`src/verilog/insc_defs.svh`:
```
// offsets, field positions, reset values and timing counts of the nesting/standby controller
`ifndef INSC_DEFS_SVH
`define INSC_DEFS_SVH
// register offsets (word index on the plain port)
`define INSC_OFS_PRIO 4'h0
`define INSC_OFS_PSW 4'h1
`define INSC_OFS_IRQ 4'h2
`define INSC_OFS_IEN 4'h3
`define INSC_OFS_PCC 4'h4
`define INSC_OFS_BTM 4'h5
`define INSC_OFS_STAT 4'h6
// field positions
`define INSC_PRIO_IME 3
`define INSC_PSW_NHI 3
`define INSC_PSW_NLO 2
`define INSC_PCC_STOP 3
`define INSC_PCC_HALT 2
// request flag positions
`define INSC_SRC_BT 0
`define INSC_SRC_D 1
`define INSC_SRC_A 2
`define INSC_SRC_B 3
`define INSC_SRC_C 9
// reset values
`define INSC_RST_4 4'h0
`define INSC_RST_10 10'h000
// wake wait lengths in mclk cycles (2^20, 2^17, 2^15, 2^13)
`define INSC_WAIT20 1048576
`define INSC_WAIT17 131072
`define INSC_WAIT15 32768
`define INSC_WAIT13 8192
// instructions run after a wake before vectoring
`define INSC_WAKE_INSTR 2'h2
`endif

```
`src/verilog/insc_pkg.sv`:
```
// types of the nesting/standby controller
package insc_pkg;
  // standby state machine
  typedef enum logic [1:0] {
    SB_RUN = 2'b00,
    SB_HALT = 2'b01,
    SB_STOP = 2'b10,
    SB_WAIT = 2'b11
  } insc_sb_t;
  // instruction strobes from the sequencer
  typedef struct packed {
    logic ei;
    logic di;
    logic return_from_interrupt;
    logic stop;
    logic halt;
    logic take;
    logic instrDone;
  } insc_cpu_t;
  // clock selections of the peripheral units
  typedef struct packed {
    logic ser0Ext;
    logic ser1Ext;
    logic tmr0Pin;
    logic watchSub;
    logic mainOscOn;
    logic cpuOnSub;
  } insc_sel_t;
  // run enables handed to the units
  typedef struct packed {
    logic mainClk;
    logic cpuClk;
    logic bt;
    logic ser0;
    logic ser1;
    logic tmr0;
    logic watch;
    logic tpg;
    logic evc;
    logic adc;
  } insc_run_t;
endpackage

```
`src/verilog/insc_ctrl.sv`:
```
// interrupt nesting control with standby entry and wake logic
//
// Notes on behaviour
// - high-order source accepted in status 0 or 1
// - status 00 to 01 to 10, 10 accepts none
// - both status bits set accepts nothing
// - acceptance pushes status, then advances one level
// - return restores status pushed at acceptance
// - status written to 00 allows any nesting
// - single enabled shared source cleared on acceptance
// - both shared sources enabled form one request
// - both shared enabled, no flag cleared on acceptance
// - stop sets control bit 3, halt bit 2
// - stop only on main clock, halt on either
// - stop halts main clock, halt only cpu clock
// - interval timer stops in stop, runs in halt
// - serial channels run per clock source and mode
// - counter on pin, watch on subclock in stop
// - pulse gen, event counter, converter stop in stop
// - first external input inactive in standby
// - standby keeps all register contents
// - enabled pending request other than the first input, or reset, ends standby
// - pending at entry releases at once, stop waits
// - low three bits pick high-order, bit 3 enables
// - status flags are word bits 3 and 2
// - wake with enable runs two instructions, then vectors
`include "insc_defs.svh"
`timescale 1ns/1ps
`default_nettype none
module insc_ctrl #(
  parameter int WAIT20 = `INSC_WAIT20, // longest wake wait
  parameter int WAIT17 = `INSC_WAIT17, // wake wait option
  parameter int WAIT15 = `INSC_WAIT15, // wake wait option
  parameter int WAIT13 = `INSC_WAIT13  // shortest wake wait
) (
  input wire logic mclk, // system clock, 25 MHz
  input wire logic srst, // synchronous reset, high
  input wire logic [3:0] regAddr, // register index
  input wire logic [15:0] regWdata, // write data
  input wire logic regWr, // write strobe
  input wire logic regRd, // read strobe
  output logic [15:0] regRdata, // read data, next cycle
  input wire insc_pkg::insc_cpu_t cpu, // instruction strobes
  input wire logic [1:0] restoreNest, // status popped by return
  input wire logic [3:0] extPin, // external inputs d,c,b,a
  input wire logic btTick, // interval timer reference tick
  input wire logic [4:0] unitEvent, // serial,timer,pulse,keyscan,watch
  input wire insc_pkg::insc_sel_t clkSel, // unit clock choices
  output logic vecReq, // vector request to cpu
  output logic [2:0] vecIdx, // vector number
  output logic [1:0] pushNest, // status pushed at acceptance
  output logic resumeCpu, // one-cycle pulse on wake
  output insc_pkg::insc_run_t unitRun, // unit run enables
  output insc_pkg::insc_sb_t sbState // standby state
);
  import insc_pkg::*;

  // ----------------------------------------
  // registers
  // ----------------------------------------
  logic [3:0] prio; // priority select register
  logic [1:0] nest; // nesting status hi,lo
  logic [9:0] irq; // request flags
  logic [9:0] ien; // source enable flags
  logic [3:0] processor_clock_control; // processor clock control
  logic [3:0] interval_timer_mode_register; // interval timer mode register
  logic [20:0] waitCnt; // wake wait down counter
  logic [1:0] holdCnt; // instructions left before vectoring
  logic [3:0] pinS1, pinS2, pinOld; // pin synchronisers
  insc_sb_t next_sbState; // next standby state
  logic master_irq_enable; // master enable
  assign master_irq_enable = prio[`INSC_PRIO_IME];

  // ----------------------------------------
  // run enables per standby state
  // ----------------------------------------
  logic isStop, isStby; // mode decodes
  insc_run_t next_unitRun; // enables from state
  assign isStop = (sbState == SB_STOP);
  assign isStby = (sbState != SB_RUN);
  // the wait after stop runs the oscillator, so it behaves as halt
  always_comb begin
    next_unitRun.mainClk = !isStop;
    next_unitRun.cpuClk = !isStby;
    next_unitRun.bt = !isStop;
    if (isStop) begin
      next_unitRun.ser0 = clkSel.ser0Ext;
      next_unitRun.ser1 = clkSel.ser1Ext;
      next_unitRun.tmr0 = clkSel.tmr0Pin;
      next_unitRun.watch = clkSel.watchSub;
      next_unitRun.tpg = 1'b0;
      next_unitRun.evc = 1'b0;
      next_unitRun.adc = 1'b0;
    end else if (isStby) begin
      next_unitRun.ser0 = clkSel.mainOscOn | clkSel.ser0Ext;
      next_unitRun.ser1 = clkSel.mainOscOn;
      next_unitRun.tmr0 = 1'b1;
      next_unitRun.watch = 1'b1;
      next_unitRun.tpg = clkSel.mainOscOn;
      next_unitRun.evc = clkSel.mainOscOn;
      next_unitRun.adc = clkSel.mainOscOn;
    end else begin
      next_unitRun.ser0 = 1'b1;
      next_unitRun.ser1 = 1'b1;
      next_unitRun.tmr0 = 1'b1;
      next_unitRun.watch = 1'b1;
      next_unitRun.tpg = 1'b1;
      next_unitRun.evc = 1'b1;
      next_unitRun.adc = 1'b1;
    end
  end

  // register the enables so the units see clean levels
  always_ff @(posedge mclk) begin
    if (srst) begin
      unitRun <= '1;
    end else begin
      unitRun <= next_unitRun;
    end
  end

  // ----------------------------------------
  // external pins and request events
  // ----------------------------------------
  // two flops before anything looks at a pin
  always_ff @(posedge mclk) begin
    if (srst) begin
      pinS1 <= `INSC_RST_4;
      pinS2 <= `INSC_RST_4;
      pinOld <= `INSC_RST_4;
    end else begin
      pinS1 <= extPin;
      pinS2 <= pinS1;
      pinOld <= pinS2;
    end
  end

  logic [3:0] pinRise; // rising edges d,c,b,a
  logic [9:0] setEv; // hardware set pulses
  assign pinRise = pinS2 & ~pinOld;
  always_comb begin
    setEv = `INSC_RST_10;
    setEv[`INSC_SRC_BT] = btTick & next_unitRun.bt;
    setEv[`INSC_SRC_D] = pinRise[3];
    // first input is sampled by the cpu clock, dead in standby
    setEv[`INSC_SRC_A] = pinRise[0] & !isStby;
    setEv[`INSC_SRC_B] = pinRise[1];
    setEv[`INSC_SRC_C] = pinRise[2];
    setEv[8:4] = unitEvent;
  end

  // ----------------------------------------
  // vector requests and selection
  // ----------------------------------------
  // vectors: 0 shared, 1 a, 2 b, 3..7 serial..watch
  logic [7:0] vReq; // per-vector request
  logic bothShared; // both shared sources enabled
  logic [9:0] pend; // pending and enabled
  assign pend = irq & ien;
  assign bothShared = ien[`INSC_SRC_BT] & ien[`INSC_SRC_D];
  // either flag raises the shared request when both are enabled
  assign vReq[0] = pend[`INSC_SRC_BT] | pend[`INSC_SRC_D];
  assign vReq[1] = pend[`INSC_SRC_A];
  assign vReq[2] = pend[`INSC_SRC_B];
  assign vReq[7:3] = pend[8:4];

  logic [7:0] okReq; // acceptable now
  logic [2:0] pick; // chosen vector
  logic anyOk; // something acceptable
  always_comb begin
    okReq = 8'h00;
    pick = 3'h0;
    anyOk = 1'b0;
    if (master_irq_enable && holdCnt == 2'h0) begin
      case (nest)
        2'b00: okReq = vReq;
        2'b01: okReq = vReq & (8'h01 << prio[2:0]);
        default: okReq = 8'h00;
      endcase
    end
    // high-order first, then lowest vector number
    if (okReq[prio[2:0]]) begin
      pick = prio[2:0];
      anyOk = 1'b1;
    end else begin
      for (int i = 7; i >= 0; i--) begin
        if (okReq[i]) begin
          pick = 3'(i);
          anyOk = 1'b1;
        end
      end
    end
  end

  // request and index stand until the cpu takes them
  always_ff @(posedge mclk) begin
    if (srst) begin
      vecReq <= 1'b0;
      vecIdx <= 3'h0;
    end else begin
      vecReq <= anyOk && !(cpu.take && vecReq) && sbState == SB_RUN;
      vecIdx <= pick;
    end
  end
  logic taken; // acceptance this cycle
  assign taken = cpu.take & vecReq;

  // ----------------------------------------
  // nesting status
  // ----------------------------------------
  always_ff @(posedge mclk) begin
    if (srst) begin
      nest <= 2'b00;
      pushNest <= 2'b00;
    end else if (taken) begin
      pushNest <= nest;
      nest <= (nest == 2'b00) ? 2'b01 : 2'b10;
    end else if (cpu.return_from_interrupt) begin
      nest <= restoreNest;
    end else if (regWr && regAddr == `INSC_OFS_PSW) begin
      // writing 00 reopens every source
      nest <= regWdata[`INSC_PSW_NHI:`INSC_PSW_NLO];
    end
  end

  // ----------------------------------------
  // request flags
  // ----------------------------------------
  logic [9:0] takeClr; // flags cleared by acceptance
  always_comb begin
    takeClr = `INSC_RST_10;
    if (taken) begin
      case (vecIdx)
        3'h0: begin
          // a lone enabled shared source clears, a pair clears none
          if (!bothShared) begin
            takeClr[`INSC_SRC_BT] = ien[`INSC_SRC_BT];
            takeClr[`INSC_SRC_D] = ien[`INSC_SRC_D];
          end
        end
        3'h1: takeClr[`INSC_SRC_A] = 1'b1;
        3'h2: takeClr[`INSC_SRC_B] = 1'b1;
        // widen first so vector 7 reaches flag 8 and does not wrap to flag 0
        default: takeClr[4'(vecIdx) + 4'h1] = 1'b1;
      endcase
    end
  end

  // hardware set wins over any clear in the same cycle
  always_ff @(posedge mclk) begin
    if (srst) begin
      irq <= `INSC_RST_10;
    end else if (regWr && regAddr == `INSC_OFS_IRQ) begin
      irq <= regWdata[9:0] | setEv;
    end else begin
      irq <= (irq & ~takeClr) | setEv;
    end
  end

  // ----------------------------------------
  // software registers
  // ----------------------------------------
  // only srst, a write, or ei/di on the enable bit alter these, so standby keeps them
  always_ff @(posedge mclk) begin
    if (srst) begin
      prio <= `INSC_RST_4;
      ien <= `INSC_RST_10;
      interval_timer_mode_register <= `INSC_RST_4;
    end else begin
      if (regWr && regAddr == `INSC_OFS_PRIO) begin
        prio <= regWdata[3:0];
      end else if (cpu.ei) begin
        prio[`INSC_PRIO_IME] <= 1'b1;
      end else if (cpu.di) begin
        prio[`INSC_PRIO_IME] <= 1'b0;
      end
      if (regWr && regAddr == `INSC_OFS_IEN) begin
        ien <= regWdata[9:0];
      end
      if (regWr && regAddr == `INSC_OFS_BTM) begin
        interval_timer_mode_register <= regWdata[3:0];
      end
    end
  end

  // read data stands for the one cycle after the strobe
  always_ff @(posedge mclk) begin
    if (srst) begin
      regRdata <= 16'h0000;
    end else if (regRd) begin
      case (regAddr)
        `INSC_OFS_PRIO: regRdata <= {12'h000, prio};
        `INSC_OFS_PSW: regRdata <= {12'h000, nest, 2'b00};
        `INSC_OFS_IRQ: regRdata <= {6'h00, irq};
        `INSC_OFS_IEN: regRdata <= {6'h00, ien};
        `INSC_OFS_PCC: regRdata <= {12'h000, processor_clock_control};
        `INSC_OFS_BTM: regRdata <= {12'h000, interval_timer_mode_register};
        `INSC_OFS_STAT: regRdata <= {12'h000, holdCnt, sbState};
        default: regRdata <= 16'h0000;
      endcase
    end else begin
      regRdata <= 16'h0000;
    end
  end

  // ----------------------------------------
  // standby control
  // ----------------------------------------
  logic wake; // enabled request present
  logic [20:0] waitLoad; // wait chosen by the mode register
  // the first input cannot wake, it is dead in standby
  assign wake = |(pend & ~(10'h001 << `INSC_SRC_A));
  always_comb begin
    case (interval_timer_mode_register[2:0])
      3'b011: waitLoad = 21'(WAIT17);
      3'b101: waitLoad = 21'(WAIT15);
      3'b111: waitLoad = 21'(WAIT13);
      default: waitLoad = 21'(WAIT20 - 1);
    endcase
  end

  always_comb begin
    next_sbState = sbState;
    case (sbState)
      SB_RUN: begin
        // stop only from the main clock; a pending wake skips ahead
        if (cpu.stop && !clkSel.cpuOnSub) begin
          next_sbState = wake ? SB_WAIT : SB_STOP;
        end else if (cpu.halt && !wake) begin
          next_sbState = SB_HALT;
        end
      end
      SB_HALT: if (wake) next_sbState = SB_RUN;
      SB_STOP: if (wake) next_sbState = SB_WAIT;
      SB_WAIT: if (waitCnt == 21'h0) next_sbState = SB_RUN;
      default: next_sbState = SB_RUN;
    endcase
  end

  always_ff @(posedge mclk) begin
    if (srst) begin
      sbState <= SB_RUN;
    end else begin
      sbState <= next_sbState;
    end
  end

  // wait counter loads as the wait state opens
  always_ff @(posedge mclk) begin
    if (srst) begin
      waitCnt <= 21'h0;
    end else if (next_sbState == SB_WAIT && sbState != SB_WAIT) begin
      waitCnt <= waitLoad;
    end else if (waitCnt != 21'h0) begin
      waitCnt <= waitCnt - 21'h1;
    end
  end

  // mode bits follow the state and clear on release
  always_ff @(posedge mclk) begin
    if (srst) begin
      processor_clock_control <= `INSC_RST_4;
    end else begin
      if (regWr && regAddr == `INSC_OFS_PCC) begin
        processor_clock_control[1:0] <= regWdata[1:0];
      end
      processor_clock_control[`INSC_PCC_STOP] <= (next_sbState == SB_STOP) || (next_sbState == SB_WAIT);
      processor_clock_control[`INSC_PCC_HALT] <= (next_sbState == SB_HALT);
    end
  end

  // wake: resume, and with enable let two instructions pass
  always_ff @(posedge mclk) begin
    if (srst) begin
      resumeCpu <= 1'b0;
      holdCnt <= 2'h0;
    end else begin
      resumeCpu <= isStby && next_sbState == SB_RUN;
      if (isStby && next_sbState == SB_RUN && master_irq_enable) begin
        holdCnt <= `INSC_WAKE_INSTR;
      end else if (cpu.instrDone && holdCnt != 2'h0) begin
        holdCnt <= holdCnt - 2'h1;
      end
    end
  end

  // ----------------------------------------
  // checks
  // ----------------------------------------
  a_take_advances: assert property (@(posedge mclk) disable iff (srst)
    taken && nest == 2'b00 |=> nest == 2'b01 && pushNest == 2'b00)
    else $error("status did not advance from 0");
  a_high_only: assert property (@(posedge mclk) disable iff (srst)
    vecReq && $past(nest) == 2'b01 |-> vecIdx == $past(prio[2:0]))
    else $error("low-order vector in status 1");
  a_status2_none: assert property (@(posedge mclk) disable iff (srst)
    nest[1] && !taken |=> !vecReq)
    else $error("request offered in status 2 or 3");
  a_return_from_interrupt_restore: assert property (@(posedge mclk) disable iff (srst)
    cpu.return_from_interrupt && !taken |=> nest == $past(restoreNest))
    else $error("return did not restore status");
  a_shared_keep: assert property (@(posedge mclk) disable iff (srst)
    taken && vecIdx == 3'h0 && bothShared |=> irq[1:0] == $past(irq[1:0]))
    else $error("shared flag cleared with both enabled");
  a_stop_clocks: assert property (@(posedge mclk) disable iff (srst)
    sbState == SB_STOP |=> !unitRun.mainClk && !unitRun.cpuClk && !unitRun.tpg)
    else $error("unit running in stop");
  a_halt_wake: assert property (@(posedge mclk) disable iff (srst)
    sbState == SB_HALT && wake |=> sbState == SB_RUN && resumeCpu)
    else $error("halt not released");
  a_stop_wait: assert property (@(posedge mclk) disable iff (srst)
    sbState == SB_STOP && wake |=> sbState == SB_WAIT ##1 processor_clock_control[`INSC_PCC_STOP])
    else $error("stop release skipped wait");
  a_wake_hold: assert property (@(posedge mclk) disable iff (srst)
    resumeCpu && master_irq_enable |-> holdCnt == `INSC_WAKE_INSTR && !vecReq)
    else $error("vectored before two instructions");
endmodule
`default_nettype wire

```
`config.mk`:
```
export PLATFORM = sky130hd
export DESIGN_NAME = insc_ctrl
export DESIGN_NICKNAME = d
export VERILOG_FILES = /design/src/verilog/insc_pkg.sv /design/src/verilog/insc_ctrl.sv
export VERILOG_INCLUDE_DIRS = /design/src /design/src/verilog
export SDC_FILE = /design/constraint.sdc
export NUM_CORES = 1
export LEC_CHECK = 0
export BUFFER_PORTS_ARGS = -buffer_cell sky130_fd_sc_hd__buf_2
export CORE_AREA = 8 8 100 102
export CTS_BUF_LIST = sky130_fd_sc_hd__clkbuf_4 sky130_fd_sc_hd__clkbuf_8 sky130_fd_sc_hd__clkbuf_16
export DETAILED_ROUTE_END_ITERATION = 6
export DIE_AREA = 0 0 108 110
export HOLD_SLACK_MARGIN = 0.1
export PLACE_DENSITY_LB_ADDON = 0.05
export SLEW_MARGIN = 20
export SYNTH_ARGS = -nofsm -noshare
export SYNTH_HDL_FRONTEND = slang
export SYNTH_SLANG_ARGS = --single-unit
```
`constraint.sdc`:
```
create_clock -name mclk -period 2.4 [get_ports mclk]
set_clock_uncertainty 0.05 [all_clocks]
set_input_delay 0 -clock mclk [delete_from_list [all_inputs] [get_ports mclk]]
set_output_delay 0 -clock mclk [all_outputs]
set_load 0.02 [all_outputs]
```
==> results of run 1 <==
-- cells in the final DEF (no fill, tap or decap), types with 4 or more instances in the layout --
| cell | n |
|---|---|
| a211oi_1 | 4 |
| a21o_1 | 4 |
| a21oi_1 | 31 |
| a22oi_1 | 6 |
| a311oi_1 | 5 |
| a31oi_1 | 9 |
| and3_1 | 4 |
| buf_2 | 71 |
| buf_4 | 12 |
| clkbuf_8 | 10 |
| conb_1 | 6 |
| dfxtp_1 | 94 |
| dlygate4sd3_1 | 47 |
| inv_1 | 16 |
| mux2i_1 | 31 |
| nand2_1 | 33 |
| nand2b_1 | 6 |
| nand3_1 | 20 |
| nand3b_1 | 4 |
| nand4_1 | 4 |
| nor2_1 | 57 |
| nor2b_1 | 20 |
| nor3_1 | 6 |
| nor4_1 | 4 |
| o21ai_0 | 22 |
| or3_1 | 6 |
| xnor2_1 | 10 |
| xor2_1 | 7 |
-- worst register-to-register path, delay by kind of cell (launching register included) --
| kind | cells | cell delay [ps] |
|---|---|---|
| AND/OR/NAND/NOR | 3 | 1450 |
| AO/OA/AOI/OAI | 2 | 300 |
| flip-flops | 1 | 360 |
-- how the worst max path moves through the flow --
| stage | end | depth (start not counted) |
|---|---|---|
| 6_report | irq[8] | 10 |
| 3_3_place_gp | waitCnt[15] | 5 |
| 3_5_place_dp | waitCnt[1] | 7 |
| 4_1_cts | waitCnt[2] | 8 |
| 5_1_grt | irq[8] | 10 |
| 2_1_floorplan | waitCnt[1] | 8 |
-- final cells by class --
class | instances | area [µm²]
clock buffer | 10 | 137.6
tap | 108 | 135.1
sequential | 94 | 1882
inverter | 16 | 60.06
fill | 715 | 2840
multi-input combinational | 368 | 2372
clock inverter | 6 | 91.34
timing repair buffer | 132 | 947.2
-- power by group --
part | total [mW] | switching, mW | internal (mW) | leakage, nW
logic | 1.57 | 0.847 | 0.727 | 1.39
clock network | 1.20 | 0.580 | 0.623 | 0.117
registers | 1.97 | 0.201 | 1.77 | 0.768
-- repair_timing --
item,4_1_cts,5_1_grt
hold buffers,47,0
setup buffers,0,0
hold endpoints to repair,53,0
gates resized for setup,0,3
endpoints found under the setup margin,0,15
-- stage by stage --
step | setup slack (ps) | cell area [µm²] | hold slack [ps] | total power, mW | utilization (%)
after detailed placement | 127.6 | 4912 | 137.1 | 3.489 | 58.03
after floorplan | 268.9 | 4499 | 52.27 | 3.165 | -
final | 104.6 | 5625 | 146.5 | 4.750 | 66.45
after CTS | 103.1 | 5612 | 147.7 | 4.751 | 66.29
after global placement | 192.8 | 4912 | 135.7 | 3.449 | 58.03
after global routing | 14.85 | 5625 | 161.6 | 5.056 | 66.45
-- registers in the layout, indices dropped and copies added (netlist names) --
name / count
sbState: 2
vecIdx: 3
pinS1: 4
vecReq: 1
resumeCpu: 1
interval_timer_mode_register: 4
pinOld: 4
waitCnt: 21
nest: 2
prio: 4
holdCnt: 2
ien: 10
pushNest: 2
processor_clock_control: 3
irq: 10
pinS2: 4
unitRun: 7
regRdata: 10
-- cell families (layout without fill, tap and decap cells) --
group                    count (synthesis)  count (layout)  share of synthesized area, %
XOR/XNOR                                17              17                         3.323
flip-flops                              94              94                         42.00
AO/OA/AOI/OAI                          118             118                         17.62
buffers and inverters                   55             164                         5.697
adder cells (fa/ha/maj)                  2               2                        0.5584
AND/OR/NAND/NOR                        192             192                         23.04
other                                    1               6                       0.08370
multiplexers                            33              33                         7.679
-- per-layer routing --
layer,wire length [µm],vias up
met3,891,20
li1,-,2034
met4,242,0
met2,5677,153
met1,5533,1973
met5,0,-
==> run metrics, run 1 <==
Worst R2R Path Depth=5; Hold Fails Final Rpt=0; initial antenna violation count=0; router iterations before antenna repair=5; Fmax=435.7 MHz; HPWL after DPL=8472 µm; DR WL/cell=16.82 µm; # nets final=672; CP Buf/Inv Count=5; grt ovf=0; CTS tree=yes; CP Class=primary input to register; first-pass GRT wire length=approximately 20000 µm; I/O Pins=84; Worst R2R Start=waitCnt[5]; outcome=completed; slew margin rel.=between 50% and 60%; number of synthesis warnings=0; hold crit path type=primary input to register; wirelength, routed=about 12000 µm; H-Tree Depth=3; Async SR Flop Fraction=0%; fin crit share=95.64%; Chip Width=108 µm; Worst-Margin Slew=670.0 ps; initial DRC count=284; Most Used Layer, Global Route=met2; WP data arrival=2490 ps; TritonCTS Sinks=94; CP Capture Type=register; count leader, synth=dfxtp_1; crit path max fanout=17; Setup TNS Final=0 ps; area growth from synthesis to layout=25.55%; row cnt=34; Post-synth EDFFs=0; PortBufs=71; Clock transition at path regs=100 ps; P per Cell Area=844.4 mW/mm²; RR Endpoint=waitCnt[15]; CP Launch Point=regAddr[2]; number of diodes=0; top cell family by delay on the critical path=buffers and inverters; RSZ-0062 raised after global routing=false; VDD IR max=0.5119 mV; crit-path cells=dlygate4sd3_1 -> buf_2 -> nor3b_1 -> buf_4 -> and2_0 -> buf_6 -> a31oi_1 -> a221oi_1 -> dlygate4sd3_1 -> nor2_1; Max Slew Vio Count=0; WP data required=2600 ps; Reg2Reg Setup Slack=130 ps; routability cong.=~0.9; largest net degree at the start of global routing=32; DRC viols=0; slowest CP cell=dlygate4sd3_1; Vias/cell=5.695; DIE HEIGHT=110 µm; share of cells above drive strength 1=about a fifth; Unique masters post-synth=71; register bit total from synthesis=between 90 and 100; mean post-synth cell area=8.751 µm²; CP startpoint kind=primary input; met3 Usage GRT=4.477%; top cells by count, synth=dfxtp_1 (94), nor2_1 (57), nand2_1 (33); Hold Startpoint=cpu[3]; antenna-violating nets left=0; Synth Cell Area=around 0.0045 mm²; Worst Hold Endpoint=sbState[1]; Final setup viols=0; placed cells=671; Vias=4180; post-synthesis instance total=512; GR met2 Demand/Resource=about 34%; clock buffer count from CTS=9; post-synthesis sequential area ratio=42.00%; Starting Density=between 50% and 60%; Max Cap Viol=0; deepest clock path buffer count=2; overall global routing resource usage=21.12%; GR Util met1=27.12%; Clock Latency Late Sink=between 300 and 400 ps; synth top area cells=dfxtp_1 (42%), mux2i_1 (6.9%), nor2_1 (4.8%); most common flop cell mapped by yosys=dfxtp_1; most used cell, CP=dlygate4sd3_1; dominant cell type by area after synthesis=dfxtp_1; CP max stage delay=around 600 ps; core area=0.008466 mm²; vias in the first global route=4065; Leak=2.275 nW; Period minus WS final=around 2300 ps; hold path depth=5; clock root cell=clkbuf_8; Synth top area share=42.00%; final non-filler cell total=734; die footprint=about 0.012 mm²
(Power assumes the default switching activity.)
==> run 2, diff against run 1 <==
--- a/config.mk
+++ b/config.mk
@@ -9,6 +9,6 @@
 export BUFFER_PORTS_ARGS = -buffer_cell sky130_fd_sc_hd__buf_2
-export CORE_AREA = 8 8 100 102
+export CORE_AREA = 8 8 78 131
 export CTS_BUF_LIST = sky130_fd_sc_hd__clkbuf_4 sky130_fd_sc_hd__clkbuf_8 sky130_fd_sc_hd__clkbuf_16
 export DETAILED_ROUTE_END_ITERATION = 6
-export DIE_AREA = 0 0 108 110
+export DIE_AREA = 0 0 86 139
 export HOLD_SLACK_MARGIN = 0.1
==> constraint.sdc (replaced) <==
create_clock -name mclk -period 2.4 [get_ports mclk]
set_clock_uncertainty 0.05 [all_clocks]
set_input_delay 0.36 -clock mclk [delete_from_list [all_inputs] [get_ports mclk]]
set_output_delay 0.36 -clock mclk [all_outputs]
set_load 0.02 [all_outputs]
==> run 2 against run 1 <==
  * Cell count fell by 5.6%
  * Power grew 3.0%
  * Combinational power is essentially flat
  * Register-to-register slack worse by 20 ps
  * Sequential share of layout area grew 2.5 points
  * Maximum frequency is 0.45% higher
  * Sequential cell count unchanged
  * Critical endpoint is now waitCnt[17]
  * Largest power group unchanged
  * Highest routed layer unchanged
==> run metrics, run 2 (synthesis gave the netlist of run 1 again) <==
wirelength, routed=12050 µm (was 12340 µm); Clock Latency Late Sink=330 ps (was 360 ps); PortBufs=71 (unchanged); slew margin rel.=59.57% (was 55.33%); crit-path cells=or4_1 -> nor4_4 -> nand2_1 -> or3_1 -> a311oi_1 (was dlygate4sd3_1 -> buf_2 -> nor3b_1 -> buf_4 -> and2_0 -> buf_6 -> a31oi_1 -> a221oi_1 -> dlygate4sd3_1 -> nor2_1); deepest clock path buffer count=2 (unchanged); Setup TNS Final=0 ps (unchanged); HPWL after DPL=9128 µm (was 8472 µm); VDD IR max=0.5145 mV (was 0.5119 mV); RR Endpoint=waitCnt[17] (was waitCnt[15]); Worst R2R Path Depth=5 (unchanged); Period minus WS final=2285 ps (was 2295 ps); antenna-violating nets left=0 (unchanged); met3 wire len=541 µm (was 891 µm); CTS tree=yes (unchanged); Max Cap Viol=0 (unchanged); H-Tree Depth=3 (unchanged); clock buffer count from CTS=9 (unchanged); routability cong.=0.9948 (was 0.8807); met1 wire length=4432 µm (was 5533 µm); commonest non-fill, non-tap cell in the layout=dfxtp_1 (unchanged); row cnt=45 (was 34); Worst Hold Endpoint=unitRun[6] (was sbState[1]); WP data arrival=2460 ps (was 2490 ps); number of diodes=0 (unchanged); area growth from synthesis to layout=16.76% (was 25.55%); first-pass GRT wire length=19680 µm (was 20050 µm); top cell family by delay on the critical path=simple AND/OR/NAND/NOR gates (was buffers and inverters); Reg2Reg Setup Slack=110 ps (was 130 ps); outcome=completed (unchanged); initial antenna violation count=0 (unchanged); vias in the first global route=3959 (was 4065); sequential cell area=0.001882 mm² (unchanged); RSZ-0062 raised after global routing=false (unchanged); overall global routing resource usage=20.77% (was 21.12%); Starting Density=52.70% (was 52.93%); uppermost layer routed=met4 (unchanged); CP Capture Type=register (unchanged); Post-CTS Setup Inserts=0 (unchanged); CP startpoint kind=register (was primary input); Worst R2R Start=waitCnt[5] (unchanged); P per Cell Area=934.9 mW/mm² (was 844.4 mW/mm²); Vias=3955 (was 4180); router iterations before antenna repair=5 (unchanged); die footprint=0.01195 mm² (was 0.01188 mm²); core area=0.008502 mm² (was 0.008466 mm²); CP max stage delay=710 ps (was 600 ps); Fmax=437.6 MHz (was 435.7 MHz); Post-Route Utilization=61.53% (was 66.45%); hold crit path type=primary input to register (unchanged); hold path depth=2 (was 5); CP Launch Point=waitCnt[5] (was regAddr[2]); WP data required=2570 ps (was 2600 ps); area of the multi-input gates=0.002372 mm² (unchanged); Worst-Margin Slew=604.6 ps (was 670.0 ps); TritonCTS Sinks=94 (unchanged); Chip Width=86 µm (was 108 µm); CP Buf/Inv Count=0 (was 5); crit path max fanout=6 (was 17); Vias/cell=5.707 (was 5.695); metal2 WL=6693 µm (was 5677 µm); slowest CP cell=or4_1 (was dlygate4sd3_1); fin crit share=95.22% (was 95.64%); initial DRC count=242 (was 284); Final setup viols=0 (unchanged); number of flip-flops in the largest register=21 (unchanged); Hold Fails Final Rpt=0 (unchanged); grt ovf=0 (unchanged); # nets final=626 (was 672); Filler cells=784 (was 715); most frequent cells in the layout=dfxtp_1 (94), buf_2 (71), nor2_1 (57), nand2_1 (33) (was dfxtp_1 (94), buf_2 (71), nor2_1 (57), dlygate4sd3_1 (47), nand2_1 (33)); share of cells above drive strength 1=20.14% (was 19.01%); CP Class=register to register (was primary input to register); largest net degree at the start of global routing=66 (was 32); Hold Startpoint=clkSel[5] (was cpu[3]); Leak=2.104 nW (was 2.275 nW); I/O Pins=84 (unchanged); DRC viols=0 (unchanged); Clock transition at path regs=60 ps (was 100 ps); DR WL/cell=17.38 µm (was 16.82 µm); Top reg by flops=waitCnt (unchanged); Max Slew Vio Count=0 (unchanged); DIE HEIGHT=139 µm (was 110 µm); clock root cell=clkbuf_16 (was clkbuf_8)
## run 2: final cells by class
class | instances | area share, %
Clock buffer | 9 | 4.305
Clock inverter | 3 | 0.7654
Inverter | 16 | 1.148
Multi-Input combinational cell | 368 | 45.35
Sequential cell | 94 | 35.97
Tap cell | 117 | 2.798
Timing Repair Buffer | 86 | 9.663
## run 2: worst max-delay path by stage
stage                   to  slack [ps]  cells past startpoint
2_1_floorplan   waitCnt[1]         270                      8
3_3_place_gp    waitCnt[8]         170                      8
3_5_place_dp    waitCnt[6]         150                      8
4_1_cts         waitCnt[6]         130                      8
5_1_grt        waitCnt[17]           9                      5
6_report       waitCnt[17]         110                      5
## run 2: worst reg2reg max path: stages, from the launching register on
cell and delay (ps):
dfxtp_1 350, or4_1 710, nor4_4 310, nand2_1 120, or3_1 320, a311oi_1 320
## run 2: metal layers
layer  GRT usage, %  vias up
met5              0        -
met4          9.944        0
met3          4.748       27
met2          38.61      116
met1          20.59     1878
li1               -     1934
## run 2: power by group
| group | leakage, nW | internal, mW | switching, mW |
|---|---|---|---|
| clock | 0.133 | 0.779 | 0.544 |
| combinational | 1.20 | 0.719 | 0.872 |
| sequential | 0.768 | 1.77 | 0.204 |
## run 2: per-stage QoR
stage          area (µm²)  total power [mW]  setup WS (ps)  hold WS (ps)  std cells
2_1_floorplan        4499             3.165          268.9         363.8        517
6_report             5231             4.891          114.8         154.7        693
3_5_place_dp         4956             3.570          145.2         379.5        681
4_1_cts              5221             4.904          129.4         144.0        693
5_1_grt              5231             5.205          9.112         156.6        693
3_3_place_gp         4956             3.531          168.2         370.3        681
## run 2: timing repair
| action | in CTS | in global routing |
|---|---|---|
| gates resized for setup | 0 | 2 |
| hold endpoints to repair | 0 | 0 |
| hold buffers | 0 | 0 |
| setup endpoints to repair | 0 | 1 |
